$ cat src/sbc_pkg.sv
// Constants for the serial bus control and status block
package sbc_pkg;

    // Register indices; the byte address is four times the index
    localparam logic [15:0] SBC_IDX_CSR      = 16'hFF61;
    localparam logic [15:0] SBC_IDX_IRQ_STAT = 16'hFF70;
    localparam logic [15:0] SBC_IDX_IRQ_MASK = 16'hFF71;
    localparam int          SBC_ADDR_W       = 18;
    localparam logic [17:0] SBC_ADDR_CSR      = {SBC_IDX_CSR, 2'b00};
    localparam logic [17:0] SBC_ADDR_IRQ_STAT = {SBC_IDX_IRQ_STAT, 2'b00};
    localparam logic [17:0] SBC_ADDR_IRQ_MASK = {SBC_IDX_IRQ_MASK, 2'b00};

    // Control/status register field positions
    localparam int SBC_RELEASE_TRIGGER = 0;
    localparam int SBC_COMMAND_TRIGGER = 1;
    localparam int SBC_RELEASE_DET     = 2;
    localparam int SBC_COMMAND_DET     = 3;
    localparam int SBC_ACK_TRIGGER     = 4;
    localparam int SBC_ACK_AUTO_EN     = 5;
    localparam int SBC_ACK_DET         = 6;
    localparam int SBC_BUSY_SYNC_EN    = 7;

    // Interrupt status and mask field positions
    localparam int SBC_IRQ_RELEASE = 0;
    localparam int SBC_IRQ_COMMAND = 1;
    localparam int SBC_IRQ_ACK     = 2;
    localparam int SBC_IRQ_W       = 3;

    // Reset values
    localparam logic [7:0]  SBC_CSR_RESET = 8'h00;
    localparam logic [2:0]  SBC_IRQ_RESET = 3'h0;

    // Falling serial clock edges: data bits of a transfer, acknowledge edge
    localparam logic [3:0]  SBC_XFER_EDGES = 4'h8;
    localparam logic [3:0]  SBC_ACK_EDGE   = 4'h9;
    localparam logic [3:0]  SBC_EDGE_MAX   = 4'hF;

    // Synchroniser depth
    localparam int SBC_SYNC_STAGES = 2;

endpackage

$ cat src/sbc_ctrl.sv
// Serial bus control and status register block with Avalon-MM slave

module sbc_ctrl
    import sbc_pkg::*;
(
    // Clock and reset
    input  wire logic                  clk_i,
    input  wire logic                  rst_n_i,
    // Avalon-MM slave
    input  wire logic [SBC_ADDR_W-1:0] avs_address_i,
    input  wire logic                  avs_read_i,
    input  wire logic                  avs_write_i,
    input  wire logic [31:0]           avs_writedata_i,
    input  wire logic [3:0]            avs_byteenable_i,
    output logic      [31:0]           avs_readdata_o,
    output logic                       avs_waitrequest_o,
    // Channel status from surrounding serial logic
    input  wire logic                  channel_enable_i,
    input  wire logic                  xfer_start_i,
    input  wire logic                  addr_mismatch_i,
    // Serial clock pin and open-drain data line
    input  wire logic                  serial_clock_pin_i,
    input  wire logic                  sb_i,
    output logic                       sb_o,
    output logic                       sb_oe_n_o,
    // Interrupt
    output logic                       irq_o
);

    ////////////////////////////////////////////////////////////////////
    // Pin synchronisation and edge detection

    logic [1:0] pins_sync;
    logic       sck_s;
    logic       sda_s;
    logic       sck_prev;
    logic       sda_prev;
    logic       sck_fall;
    logic       sck_rise;
    logic       rel_seen;
    logic       cmd_seen;

    sbc_sync #(
        .WIDTH (2)
    ) u_sync (
        .clk_i   (clk_i),
        .rst_n_i (rst_n_i),
        .async_i ({serial_clock_pin_i, sb_i}),
        .sync_o  (pins_sync)
    );

    assign sck_s = pins_sync[1];
    assign sda_s = pins_sync[0];

    always_ff @(posedge clk_i) begin
        if (!rst_n_i) begin
            sck_prev <= 1'b1;
            sda_prev <= 1'b1;
        end else begin
            sck_prev <= sck_s;
            sda_prev <= sda_s;
        end
    end

    assign sck_fall = sck_prev & ~sck_s;
    assign sck_rise = ~sck_prev & sck_s;
    // Data edges while clock stays high
    assign rel_seen = sck_s & sck_prev & ~sda_prev & sda_s;
    assign cmd_seen = sck_s & sck_prev & sda_prev & ~sda_s;

    ////////////////////////////////////////////////////////////////////
    // Bus slave

    logic        resp_q;
    logic        access;
    logic        wr_csr;
    logic        wr_stat;
    logic        wr_mask;
    logic [7:0]  wdata;
    logic [31:0] next_rdata;

    // One wait cycle for every access
    assign avs_waitrequest_o = (avs_read_i | avs_write_i) & ~resp_q;
    assign access = (avs_read_i | avs_write_i) & resp_q;
    assign wdata  = avs_writedata_i[7:0];
    assign wr_csr = access & avs_write_i & avs_byteenable_i[0]
                    & (avs_address_i == SBC_ADDR_CSR);
    assign wr_stat = access & avs_write_i & avs_byteenable_i[0]
                     & (avs_address_i == SBC_ADDR_IRQ_STAT);
    assign wr_mask = access & avs_write_i & avs_byteenable_i[0]
                     & (avs_address_i == SBC_ADDR_IRQ_MASK);

    always_ff @(posedge clk_i) begin
        if (!rst_n_i) begin
            resp_q <= 1'b0;
        end else begin
            resp_q <= (avs_read_i | avs_write_i) & ~resp_q;
        end
    end

    ////////////////////////////////////////////////////////////////////
    // Writable control bits

    logic busy_sync_enable;
    logic ack_auto_enable;
    logic release_trigger;
    logic command_trigger;
    logic ack_trigger;

    always_ff @(posedge clk_i) begin
        if (!rst_n_i || !channel_enable_i) begin
            busy_sync_enable <= SBC_CSR_RESET[SBC_BUSY_SYNC_EN];
            ack_auto_enable  <= SBC_CSR_RESET[SBC_ACK_AUTO_EN];
        end else if (wr_csr) begin
            busy_sync_enable <= wdata[SBC_BUSY_SYNC_EN];
            ack_auto_enable  <= wdata[SBC_ACK_AUTO_EN];
        end
    end

    // Triggers live one cycle, then clear themselves
    always_ff @(posedge clk_i) begin
        if (!rst_n_i || !channel_enable_i) begin
            release_trigger <= 1'b0;
            command_trigger <= 1'b0;
        end else begin
            release_trigger <= wr_csr & wdata[SBC_RELEASE_TRIGGER];
            command_trigger <= wr_csr & wdata[SBC_COMMAND_TRIGGER];
        end
    end

    ////////////////////////////////////////////////////////////////////
    // Output latch

    logic so_latch;

    always_ff @(posedge clk_i) begin
        if (!rst_n_i || !channel_enable_i) begin
            so_latch <= 1'b1;
        end else if (release_trigger) begin
            so_latch <= 1'b1;
        end else if (command_trigger) begin
            so_latch <= 1'b0;
        end
    end

    ////////////////////////////////////////////////////////////////////
    // Transfer progress: falling serial clock edges since start

    logic [3:0] fall_cnt;
    logic       xfer_done;
    logic       in_xfer;

    always_ff @(posedge clk_i) begin
        if (!rst_n_i || !channel_enable_i) begin
            in_xfer  <= 1'b0;
            fall_cnt <= SBC_EDGE_MAX;
        end else if (xfer_start_i) begin
            in_xfer  <= 1'b1;
            fall_cnt <= 4'h0;
        end else if (sck_fall && fall_cnt != SBC_EDGE_MAX) begin
            fall_cnt <= fall_cnt + 4'h1;
        end
    end

    assign xfer_done = in_xfer & (fall_cnt >= SBC_XFER_EDGES);

    ////////////////////////////////////////////////////////////////////
    // Acknowledge generation

    logic ack_pending;
    logic ack_armed;
    logic ack_drive;
    logic ack_fire;
    logic auto_rise;

    assign auto_rise = wr_csr & wdata[SBC_ACK_AUTO_EN] & ~ack_auto_enable;

    // Pending ack waits for the next falling edge
    always_ff @(posedge clk_i) begin
        if (!rst_n_i || !channel_enable_i || xfer_start_i) begin
            ack_pending <= 1'b0;
        end else if (wr_csr && wdata[SBC_ACK_TRIGGER]) begin
            ack_pending <= 1'b1;
        end else if (auto_rise && xfer_done) begin
            ack_pending <= 1'b1;
        end else if (sck_fall) begin
            ack_pending <= 1'b0;
        end
    end

    // Auto-enable seen before completion arms the ninth-edge ack
    always_ff @(posedge clk_i) begin
        if (!rst_n_i || !channel_enable_i || xfer_start_i) begin
            ack_armed <= 1'b0;
        end else if (ack_auto_enable && in_xfer && !xfer_done) begin
            ack_armed <= 1'b1;
        end else if (sck_fall && fall_cnt == SBC_XFER_EDGES) begin
            ack_armed <= 1'b0;
        end
    end

    assign ack_fire = sck_fall & (ack_pending
                      | (ack_armed & ack_auto_enable
                         & fall_cnt == SBC_XFER_EDGES));

    // Ack held low for one serial clock period
    always_ff @(posedge clk_i) begin
        if (!rst_n_i || !channel_enable_i) begin
            ack_drive <= 1'b0;
        end else if (ack_fire) begin
            ack_drive <= 1'b1;
        end else if (sck_fall) begin
            ack_drive <= 1'b0;
        end
    end

    ////////////////////////////////////////////////////////////////////
    // Busy signal after the acknowledge

    logic busy_drive;

    always_ff @(posedge clk_i) begin
        if (!rst_n_i || !channel_enable_i || xfer_start_i) begin
            busy_drive <= 1'b0;
        end else if (sck_fall && ack_drive && busy_sync_enable) begin
            busy_drive <= 1'b1;
        end else if (sck_fall && !busy_sync_enable) begin
            busy_drive <= 1'b0;
        end
    end

    // Open drain: only ever pulls low
    assign sb_o      = 1'b0;
    assign sb_oe_n_o = ~(~so_latch | ack_drive | busy_drive);

    ////////////////////////////////////////////////////////////////////
    // Detection flags, read-only to software

    logic release_detected_flag;
    logic command_detected_flag;
    logic ack_detected_flag;
    logic ack_clr_wait;
    logic ack_seen;

    always_ff @(posedge clk_i) begin
        if (!rst_n_i || !channel_enable_i) begin
            release_detected_flag <= 1'b0;
        end else if (rel_seen) begin
            release_detected_flag <= 1'b1;
        end else if (xfer_start_i || addr_mismatch_i) begin
            release_detected_flag <= 1'b0;
        end
    end

    always_ff @(posedge clk_i) begin
        if (!rst_n_i || !channel_enable_i) begin
            command_detected_flag <= 1'b0;
        end else if (cmd_seen) begin
            command_detected_flag <= 1'b1;
        end else if (xfer_start_i || rel_seen) begin
            command_detected_flag <= 1'b0;
        end
    end

    // Ack flag clears at the first falling edge after a start
    always_ff @(posedge clk_i) begin
        if (!rst_n_i || !channel_enable_i) begin
            ack_clr_wait <= 1'b0;
        end else if (xfer_start_i) begin
            ack_clr_wait <= 1'b1;
        end else if (sck_fall) begin
            ack_clr_wait <= 1'b0;
        end
    end

    // Only the rise of the ninth clock carries the ack, not the last data bit
    assign ack_seen = sck_rise & in_xfer & (fall_cnt == SBC_ACK_EDGE)
                      & ~sda_s;

    always_ff @(posedge clk_i) begin
        if (!rst_n_i || !channel_enable_i) begin
            ack_detected_flag <= 1'b0;
        end else if (ack_seen) begin
            ack_detected_flag <= 1'b1;
        end else if (ack_clr_wait && sck_fall) begin
            ack_detected_flag <= 1'b0;
        end
    end

    ////////////////////////////////////////////////////////////////////
    // Interrupt status and mask

    logic [SBC_IRQ_W-1:0] irq_stat;
    logic [SBC_IRQ_W-1:0] irq_mask;
    logic [SBC_IRQ_W-1:0] irq_set;
    logic [SBC_IRQ_W-1:0] irq_clr;

    assign irq_set = {ack_seen, cmd_seen, rel_seen};
    assign irq_clr = wr_stat ? wdata[SBC_IRQ_W-1:0] : '0;

    // Set wins over a simultaneous write-one clear
    always_ff @(posedge clk_i) begin
        if (!rst_n_i) begin
            irq_stat <= SBC_IRQ_RESET;
        end else begin
            irq_stat <= (irq_stat & ~irq_clr) | irq_set;
        end
    end

    always_ff @(posedge clk_i) begin
        if (!rst_n_i) begin
            irq_mask <= SBC_IRQ_RESET;
        end else if (wr_mask) begin
            irq_mask <= wdata[SBC_IRQ_W-1:0];
        end
    end

    assign irq_o = |(irq_stat & irq_mask);

    ////////////////////////////////////////////////////////////////////
    // Read data

    logic [7:0] csr_value;

    always_comb begin
        csr_value = 8'h00;
        csr_value[SBC_RELEASE_DET]  = release_detected_flag;
        csr_value[SBC_COMMAND_DET]  = command_detected_flag;
        csr_value[SBC_ACK_AUTO_EN]  = ack_auto_enable;
        csr_value[SBC_ACK_DET]      = ack_detected_flag;
        csr_value[SBC_BUSY_SYNC_EN] = busy_sync_enable;
    end

    always_comb begin
        next_rdata = 32'h0000_0000;
        unique case (avs_address_i)
            SBC_ADDR_CSR:      next_rdata[7:0] = csr_value;
            SBC_ADDR_IRQ_STAT: next_rdata[SBC_IRQ_W-1:0] = irq_stat;
            SBC_ADDR_IRQ_MASK: next_rdata[SBC_IRQ_W-1:0] = irq_mask;
            default:           next_rdata = 32'h0000_0000;
        endcase
    end

    always_ff @(posedge clk_i) begin
        if (!rst_n_i) begin
            avs_readdata_o <= 32'h0000_0000;
        end else if (avs_read_i && !resp_q) begin
            avs_readdata_o <= next_rdata;
        end
    end

endmodule

$ cat src/sbc_sync.sv
// Two-flop synchroniser for pins from outside the clock domain
module sbc_sync
    import sbc_pkg::*;
#(
    parameter int WIDTH = 1
) (
    // Clock and reset
    input  wire logic             clk_i,
    input  wire logic             rst_n_i,
    // Asynchronous in, synchronised out
    input  wire logic [WIDTH-1:0] async_i,
    output logic      [WIDTH-1:0] sync_o
);

    logic [WIDTH-1:0] stage1;
    logic [WIDTH-1:0] stage2;

    always_ff @(posedge clk_i) begin
        if (!rst_n_i) begin
            stage1 <= '1;
            stage2 <= '1;
        end else begin
            stage1 <= async_i;
            stage2 <= stage1;
        end
    end

    assign sync_o = stage2;

endmodule

$ cat config.mk
export PLATFORM = sky130hd
export DESIGN_NAME = sbc_ctrl
export DESIGN_NICKNAME = d
export VERILOG_FILES = /design/src/sbc_pkg.sv /design/src/sbc_ctrl.sv /design/src/sbc_sync.sv
export SDC_FILE = /design/constraint.sdc
export NUM_CORES = 1
export LEC_CHECK = 0
export BUFFER_PORTS_ARGS = -buffer_cell sky130_fd_sc_hd__buf_2
export CAP_MARGIN = 20
export CORE_MARGIN = 1
export CORE_UTILIZATION = 30
export CTS_CLUSTER_DIAMETER = 40
export DETAILED_ROUTE_END_ITERATION = 6
export HOLD_SLACK_MARGIN = 0.08
export PLACE_DENSITY = 0.55
export SYNTH_ARGS = -nofsm -noshare
export SYNTH_HDL_FRONTEND = slang
export SYNTH_SLANG_ARGS = --single-unit
$ cat constraint.sdc
create_clock -name clk_i -period 2.07 [get_ports clk_i]
set_input_delay 0.414 -clock clk_i [delete_from_list [all_inputs] [get_ports clk_i]]
set_output_delay 0.414 -clock clk_i [all_outputs]
set_load 0.05 [all_outputs]
# ---- Yosys cells after proc, flatten, opt, wreduce, memory -nomap -nowiden
# Index checks and enable logic that the tools add are counted.
# Widths: inputs -> output; s select.
dict set report word_totals {
  inputBits 63
  reg_bits 39
  word_cells 123
}
dict set report op_classes {
  n_bitwise 41
  eq_ne 6
  reduce_logical 31
  magnitude_cmp 1
  n_mux 20
  addsub 1
}
# cell n
set ops {}
lappend ops {{$eq 18x18->1 const B} 3}
lappend ops {{$and 1x1->1} 25}
lappend ops {{$reduce_bool 2->1} 8}
lappend ops {{$mux 1} 15}
lappend ops {{$logic_and 1x1->1} 11}
lappend ops {{$pmux 3 s3} 1}
lappend ops {{$eq 4x4->1 const B} 2}
lappend ops {{$mux 4} 2}
lappend ops {{$not 1->1} 8}
lappend ops {{$and 3x3->3} 2}
lappend ops {{$logic_not 1->1} 5}
lappend ops {{$mux 5} 1}
lappend ops {{$add 4x1->4 const B} 1}
lappend ops {{$ge 4x4->1 const B} 1}
lappend ops {{$logic_or 1x1->1} 4}
lappend ops {{$ne 4x4->1 const B} 1}
lappend ops {{$or 1x1->1} 4}
lappend ops {{$mux 3} 1}
lappend ops {{$not 3->3} 1}
lappend ops {{$or 3x3->3} 1}
lappend ops {{$reduce_bool 3->1} 1}
lappend ops {{$reduce_or 3->1} 1}
lappend ops {{$reduce_or 2->1} 1}

# ---- Depth between registers and ports, before layout
# Gate-level depths: netlist of the first run.
dict set report logic_depth {
  depth_word 10
  ltp_mapped 5
  ltp_nobuf 5
}

# ---- Modules after synthesis
# From an unflattened synthesis of the first run, not the netlist that was laid out.
dict set report hier_totals {
  hier_cells 202
  hier_area_um2 1826.8
}
# module n_inst area_per_inst_um2 seq_area_each_um2 cells_each
set by_module_without_submodules {}
lappend by_module_without_submodules {sbc_ctrl 1 1721.7 680.7 194}
lappend by_module_without_submodules {sbc_sync 1 105.1 80.1 8}

# ---- Worst setup path after synthesis of the first run
# No wires, ideal clock.
dict set report synth_path {
  path_type {register -> output}
  startpoint {register so_latch}
  endpoint {output sb_oe_n_o}
  stages_incl_launch_ff 2
  t_arrival_ps 1456
  slack_ps 200
  required_ps 1656
  path_cell_list {dfxtp_1 nor3b_1}
}
dict set report synth_between {
  elab_chain_len 4
}
# item line_no
set synth_lines {}
lappend synth_lines {{start, declared} sbc_ctrl.sv:134} ;# logic so_latch;
lappend synth_lines {{start signal, assigned} sbc_ctrl.sv:138} ;# so_latch <= 1'b1;
lappend synth_lines {{start signal, assigned} sbc_ctrl.sv:140} ;# so_latch <= 1'b1;
lappend synth_lines {{start signal, assigned} sbc_ctrl.sv:142} ;# so_latch <= 1'b0;
lappend synth_lines {{$not 1->1} sbc_ctrl.sv:234} ;# assign sb_oe_n_o = ~(~so_latch | ack_drive | busy_drive);
lappend synth_lines {{$or 1x1->1 (2 in a row)} sbc_ctrl.sv:234}
lappend synth_lines {{$not 1->1} sbc_ctrl.sv:234}
lappend synth_lines {{end, declared} sbc_ctrl.sv:25} ;# output logic sb_oe_n_o,
# No other way between the ends.

# ---- Worst setup path after layout of the first run
dict set report layout_path {
  startpoint {register irq_stat[2]}
  endpoint {output irq_o}
}
dict set report layout_between {
  elab_chain_len 2
}
# item line_no
set layout_lines {}
lappend layout_lines {{start, declared} sbc_ctrl.sv:293} ;# logic [SBC_IRQ_W-1:0] irq_stat;
lappend layout_lines {{start signal, assigned} sbc_ctrl.sv:306} ;# irq_stat <= (irq_stat & ~irq_clr) | irq_set;
lappend layout_lines {{$and 3x3->3} sbc_ctrl.sv:318} ;# assign irq_o = |(irq_stat & irq_mask);
lappend layout_lines {{$reduce_or 3->1} sbc_ctrl.sv:318}
lappend layout_lines {{end, declared} sbc_ctrl.sv:27} ;# output logic irq_o
# No other way between the ends.

==> results.yml, run 1 <==
outcome:
  outcome: "completed"
drt:
  via_per_inst: 4.573
  firstDrtPassIters: 4
  wire_per_inst_um: 11.72
  drtIter0Drc: 62
  drt-total-wl_um: 3703
  via_count: 1445
  drc: 0
  drtAntennaViolNets: 0
worst_setup_path:
  r2r_slack_ps: 630
  path_max_fanout: 3
  reg2reg_from: "sck_prev"
  endpoint_kind: "primary output"
  crit_required_ps: 1660
  startpoint_type: "flop"
  arrival_ps: 1230
  reg2reg_depth: 4
  setup.worst_path.start: "irq_stat[2]"
  endpoint: "irq_o"
  critPathKind: "flop to primary output"
  timing.rr.end: "ack_drive"
sta:
  max_slew_margin_pct: 66.73
  worst_pin_slew_ps: 498.0
  max_freq_mhz: 606.9
  maxSlewViolCount: 0
  setup_tns_ps: 0
  fin_skew_ps: 2.532
  rsz0062_at_grt: "no"
  hold_viol: 0
  finalCritPeriodShare_pct: 79.61
  whs_ps: 295.0
  min_period_ps: 1648
  setup_violations: 0
pwr:
  ir_worst_vdd_uv: 232.8
  p_leak_nw: 0.9113
  power_density_nw_per_um2: 715.6
clock_tree:
  cts_resized: 0
  clock_latency_ps: 290
  clock-sinks: 38
  cts_hold_buffers: 0
  root_buffer: "clkbuf_8"
  cts_buffers: 5
  clk_path_buf_depth: 2
  htreeDepth: 2
  cts_tree: "done"
  cts_setup_buffers: 0
  path_clk_slew_ps: 70
floorplanning:
  num_rows: 28
  die_area_um2: 6465
  start_util_pct: 31.15
  io_pins: 99
  die_width_um: 80.41
  coreArea_um2: 5921
  die_h_um: 80.41
layout:
  multi_input_area_um2: 905.9
  fillers: 629
  mostFrequentLayoutCell: "buf_2"
  area_delta_synth_final_pct: 13.70
  regArea_um2: 760.7
  layout_common_cells: "buf_2, dfxtp_1, conb_1"
  drive_gt1_share_pct: 25.73
  diodes: 0
  nNetsFinal: 306
global_routing:
  grt_use_met2_pct: 18.39
  antenna_found_initial: 0
  grt_max_degree: 18
  grt_pass1_vias: 1230
  top_usage_layer: "met2"
  grt_pass1_wl_um: 5844
  grtUsageMet1_pct: 16.28
  grt-ovfl-total: 0
  use_met3_pct: 4.091
  track_usage_pct: 12.28
hold_path:
  hold_class: "primary input to flop"
synth:
  synth-edff-count: 0
  ys_ff_latch: 38
  ys_types: 48
  yosysSeqAreaShare_pct: 41.25
  synth-main-ff-cell: "dfxtp_1"
  synth_area_um2: 1844
  yosysWarnings: 0
  synthCells: 196
  async_flop_share_pct: 0
  synth_area_per_cell_um2: 9.410
job:
  drv_cap: 0
place:
  gp_congestion: 0.7553
  numPortBuffers: 43
  hpwlAfterDp_um: 2840
[where the power goes]
| part | switching [W] | total, W | internal (W) |
|---|---|---|---|
| Combinational | 0.000167 | 0.000221 | 0.0000533 |
| Sequential | 0.0000120 | 0.000757 | 0.000745 |
| Clock | 0.000254 | 0.000523 | 0.000269 |
[layout make-up]
type	count	share of cell area, %
tap	75	4.475
clock buffer	7	4.117
inverter	6	1.074
sequential	38	36.28
timing repair buffer	44	10.62
clock inverter	1	0.2387
multi-input combinational	145	43.20
[worst min path at each step]
stage | startpoint | end | slack, ps | cells after the start
2_1_floorplan | u_sync.stage1[0] | u_sync.sync_o[0] | 390 | 1
3_3_place_gp | u_sync.stage1[1] | u_sync.sync_o[1] | 390 | 1
3_5_place_dp | u_sync.stage1[1] | u_sync.sync_o[1] | 390 | 1
4_1_cts | serial_clock_pin_i | u_sync.stage1[1] | 290 | 2
5_1_grt | serial_clock_pin_i | u_sync.stage1[1] | 280 | 2
6_report | serial_clock_pin_i | u_sync.stage1[1] | 290 | 2
[state kept, by name (all words and copies together) (netlist names), 2 cells and up]
signal,cells
irq_stat,3
u_sync.sync_o,2
u_sync.stage1,2
fall_cnt,4
avs_readdata_o,7
irq_mask,3
[cell families (layout without fill, tap and decap cells)]
| group | after synthesis | in the layout | share of synthesized area, % |
|---|---|---|---|
| simple gates | 68 | 68 | 23.20 |
| compound gates | 42 | 42 | 15.33 |
| mux | 5 | 5 | 2.782 |
| fa+ha+maj | 3 | 3 | 2.035 |
| buf+inv | 38 | 58 | 14.72 |
| xor+xnor | 1 | 1 | 0.4750 |
| flops | 38 | 38 | 41.25 |
| other cells | 1 | 26 | 0.2033 |
[cell usage after synthesis, drive strengths merged, types with 2 or more instances]
master	count	area share, %
ha	3	2.0
nand2b	8	2.8
and3	5	1.8
a22o	5	2.4
mux2i	4	2.2
nand4b	5	2.4
buf	28	12
clkbuf	4	1.9
nor2b	2	0.68
and2	4	1.4
o21ai	13	3.5
nand4	7	2.4
dfxtp	38	41
and4	3	1.5
nand3	3	0.81
a21oi	9	2.4
a21boi	7	2.8
inv	6	1.2
nand2	11	2.4
nor2	10	2.0
and4b	2	1.2
[routing by layer]
layer  up-vias  routed length [µm]
met1       652                1834
met2        52                1538
met4         0                  61
met5         -                   0
li1        735                   -
met3         6                 267
[worst max-delay path, stage by stage, from the launching register on]
cell	delay, ps
dfxtp_1	320
a222oi_1	340
inv_1	60
buf_2	210
[per-stage QoR]
step	power (W)	std cells	setup WS, ps	util, %	cell area, µm²
2_1_floorplan	0.0009812	221	199.9	-	1938
3_3_place_gp	0.0009932	308	378.5	33.88	2006
3_5_place_dp	0.0009943	308	364.8	33.88	2006
4_1_cts	0.001526	316	378.4	35.42	2097
5_1_grt	0.001581	316	339.7	35.42	2097
6_report	0.001501	316	422.2	35.42	2097
Power figures use the tool's default switching activity.
==> run 2, diff against run 1 <==
- clock period: 2.07 -> 1.7 ns (I/O delays scaled with it)
==> run 2 against run 1 <==
Compared with the run above: power increased by 17%; first-iteration DRC count increased by 21%; critical path depth unchanged; highest routed layer unchanged.
==> results.yml, run 2 (synthesized netlist as in run 1, its figures left out) <==
clock_tree:
  clock_latency_ps: 280
  htreeDepth: 2
  cts_tree: "done"
  clock-sinks: 38
  cts_buffers: 5
  cts_resized: 0
  cts_setup_buffers: 0
  clk_path_buf_depth: 2
  cts_hold_buffers: 0
  root_buffer: "clkbuf_8"
  path_clk_slew_ps: 70
layout:
  largest_register_ffs: 7
  fillers: 639
  drive_gt1_share_pct: 26.34
  layout_common_cells: "buf_2, dfxtp_1, conb_1"
  reg_top3: "avs_readdata_o (7), fall_cnt (4)"
  mostFrequentLayoutCell: "buf_2"
  final_area_um2: 2110
  area_delta_synth_final_pct: 14.38
  diodes: 0
  largest-register: "avs_readdata_o"
  nNetsFinal: 309
  final_util_pct: 35.63
drt:
  via_per_inst: 4.579
  via_count: 1456
  drc: 0
  wire_per_inst_um: 11.88
  drtAntennaViolNets: 0
  drt-total-wl_um: 3777
  firstDrtPassIters: 4
  drtIter0Drc: 75
pwr:
  p_leak_nw: 0.9188
  ir_worst_vdd_uv: 404.5
  power_density_nw_per_um2: 834.4
hold_path:
  hold_class: "primary input to flop"
  hold_depth: 2
  hold_end: "u_sync.stage1[1]"
  min_from: "serial_clock_pin_i"
global_routing:
  grt_pass1_wl_um: 5982
  grt_max_degree: 18
  grt-ovfl-total: 0
  antenna_found_initial: 0
  grt_pass1_vias: 1284
  track_usage_pct: 12.21
floorplanning:
  coreArea_um2: 5921
  io_pins: 99
  num_rows: 28
  start_util_pct: 31.15
  die_area_um2: 6465
  die_width_um: 80.41
  die_h_um: 80.41
worst_setup_path:
  critPathKind: "flop to primary output"
  endpoint_kind: "primary output"
  cp_top_family: "compound AO/OA/AOI/OAI gates"
  reg2reg_from: "fall_cnt[0]"
  startpoint_type: "flop"
  path_max_fanout: 3
  reg2reg_depth: 4
  timing.rr.end: "fall_cnt[1]"
  r2r_slack_ps: 380
  path_buf_inv: 2
  crit_required_ps: 1360
  worst-path-stages: 3
  slowest_stage: "a222oi_1"
  arrival_ps: 1250
  crit_chain: "a222oi_1, inv_1, buf_2"
  cpPeakStageDelay_ps: 370
place:
  placed_cell_area_um2: 2033
  numPortBuffers: 43
  gp_congestion: 0.7851
  hpwlAfterDp_um: 2907
sta:
  setup_violations: 0
  hold_viol: 0
  rsz0062_at_grt: "no"
  max_freq_mhz: 627.2
  fin_skew_ps: 4.727
  setup_tns_ps: 0
  finalCritPeriodShare_pct: 93.78
  min_period_ps: 1594
  maxSlewViolCount: 0
outcome:
  outcome: "completed"
job:
  drv_cap: 0
-- run 2: worst max path at each step --
| stage | startpoint | end | slack, ps |
|---|---|---|---|
| 2_1_floorplan | avs_write_i | avs_waitrequest_o | 330 |
| 3_3_place_gp | avs_address_i[5] | irq_mask[2] | 70 |
| 3_5_place_dp | avs_address_i[5] | irq_mask[0] | 40 |
| 4_1_cts | irq_stat[2] | irq_o | 80 |
| 5_1_grt | irq_stat[2] | irq_o | 50 |
| 6_report | irq_stat[2] | irq_o | 110 |
-- run 2: layer usage --
layer,vias to the layer above,track usage [%],part of all wire [%]
li1,746,-,-
met1,655,15.75,49
met2,51,19.07,45
met3,4,3.636,5.1
met4,0,4.464,0.56
met5,-,0,0
-- run 2: layout make-up --
class	instances	area, µm²	share of cell area (%)
timing repair buffer	47	245.2	11.63
tap	75	93.84	4.448
multi-input combinational	145	910.9	43.18
clock buffer	7	76.32	3.618
sequential	38	760.7	36.06
inverter	6	22.52	1.068
-- run 2: report_power, final --
part           total [W]  switching [W]  internal, W  leakage [nW]
Clock           0.000567       0.000285     0.000282        0.0383
Sequential      0.000923      0.0000153     0.000908         0.309
Combinational   0.000270       0.000204    0.0000661         0.571
Total            0.00176       0.000504      0.00126         0.919
-- run 2: through the flow --
stage / hold slack, ps / worst slack [ps] / instances / power, W
6_report: 231.8 / 105.7 / 318 / 0.001760
3_3_place_gp: 387.6 / 65.48 / 311 / 0.001212
5_1_grt: 228.5 / 54.48 / 318 / 0.001844
4_1_cts: 225.5 / 84.81 / 318 / 0.001782
2_1_floorplan: 386.3 / 328.2 / 221 / 0.001195
3_5_place_dp: 395.8 / 35.96 / 311 / 0.001214
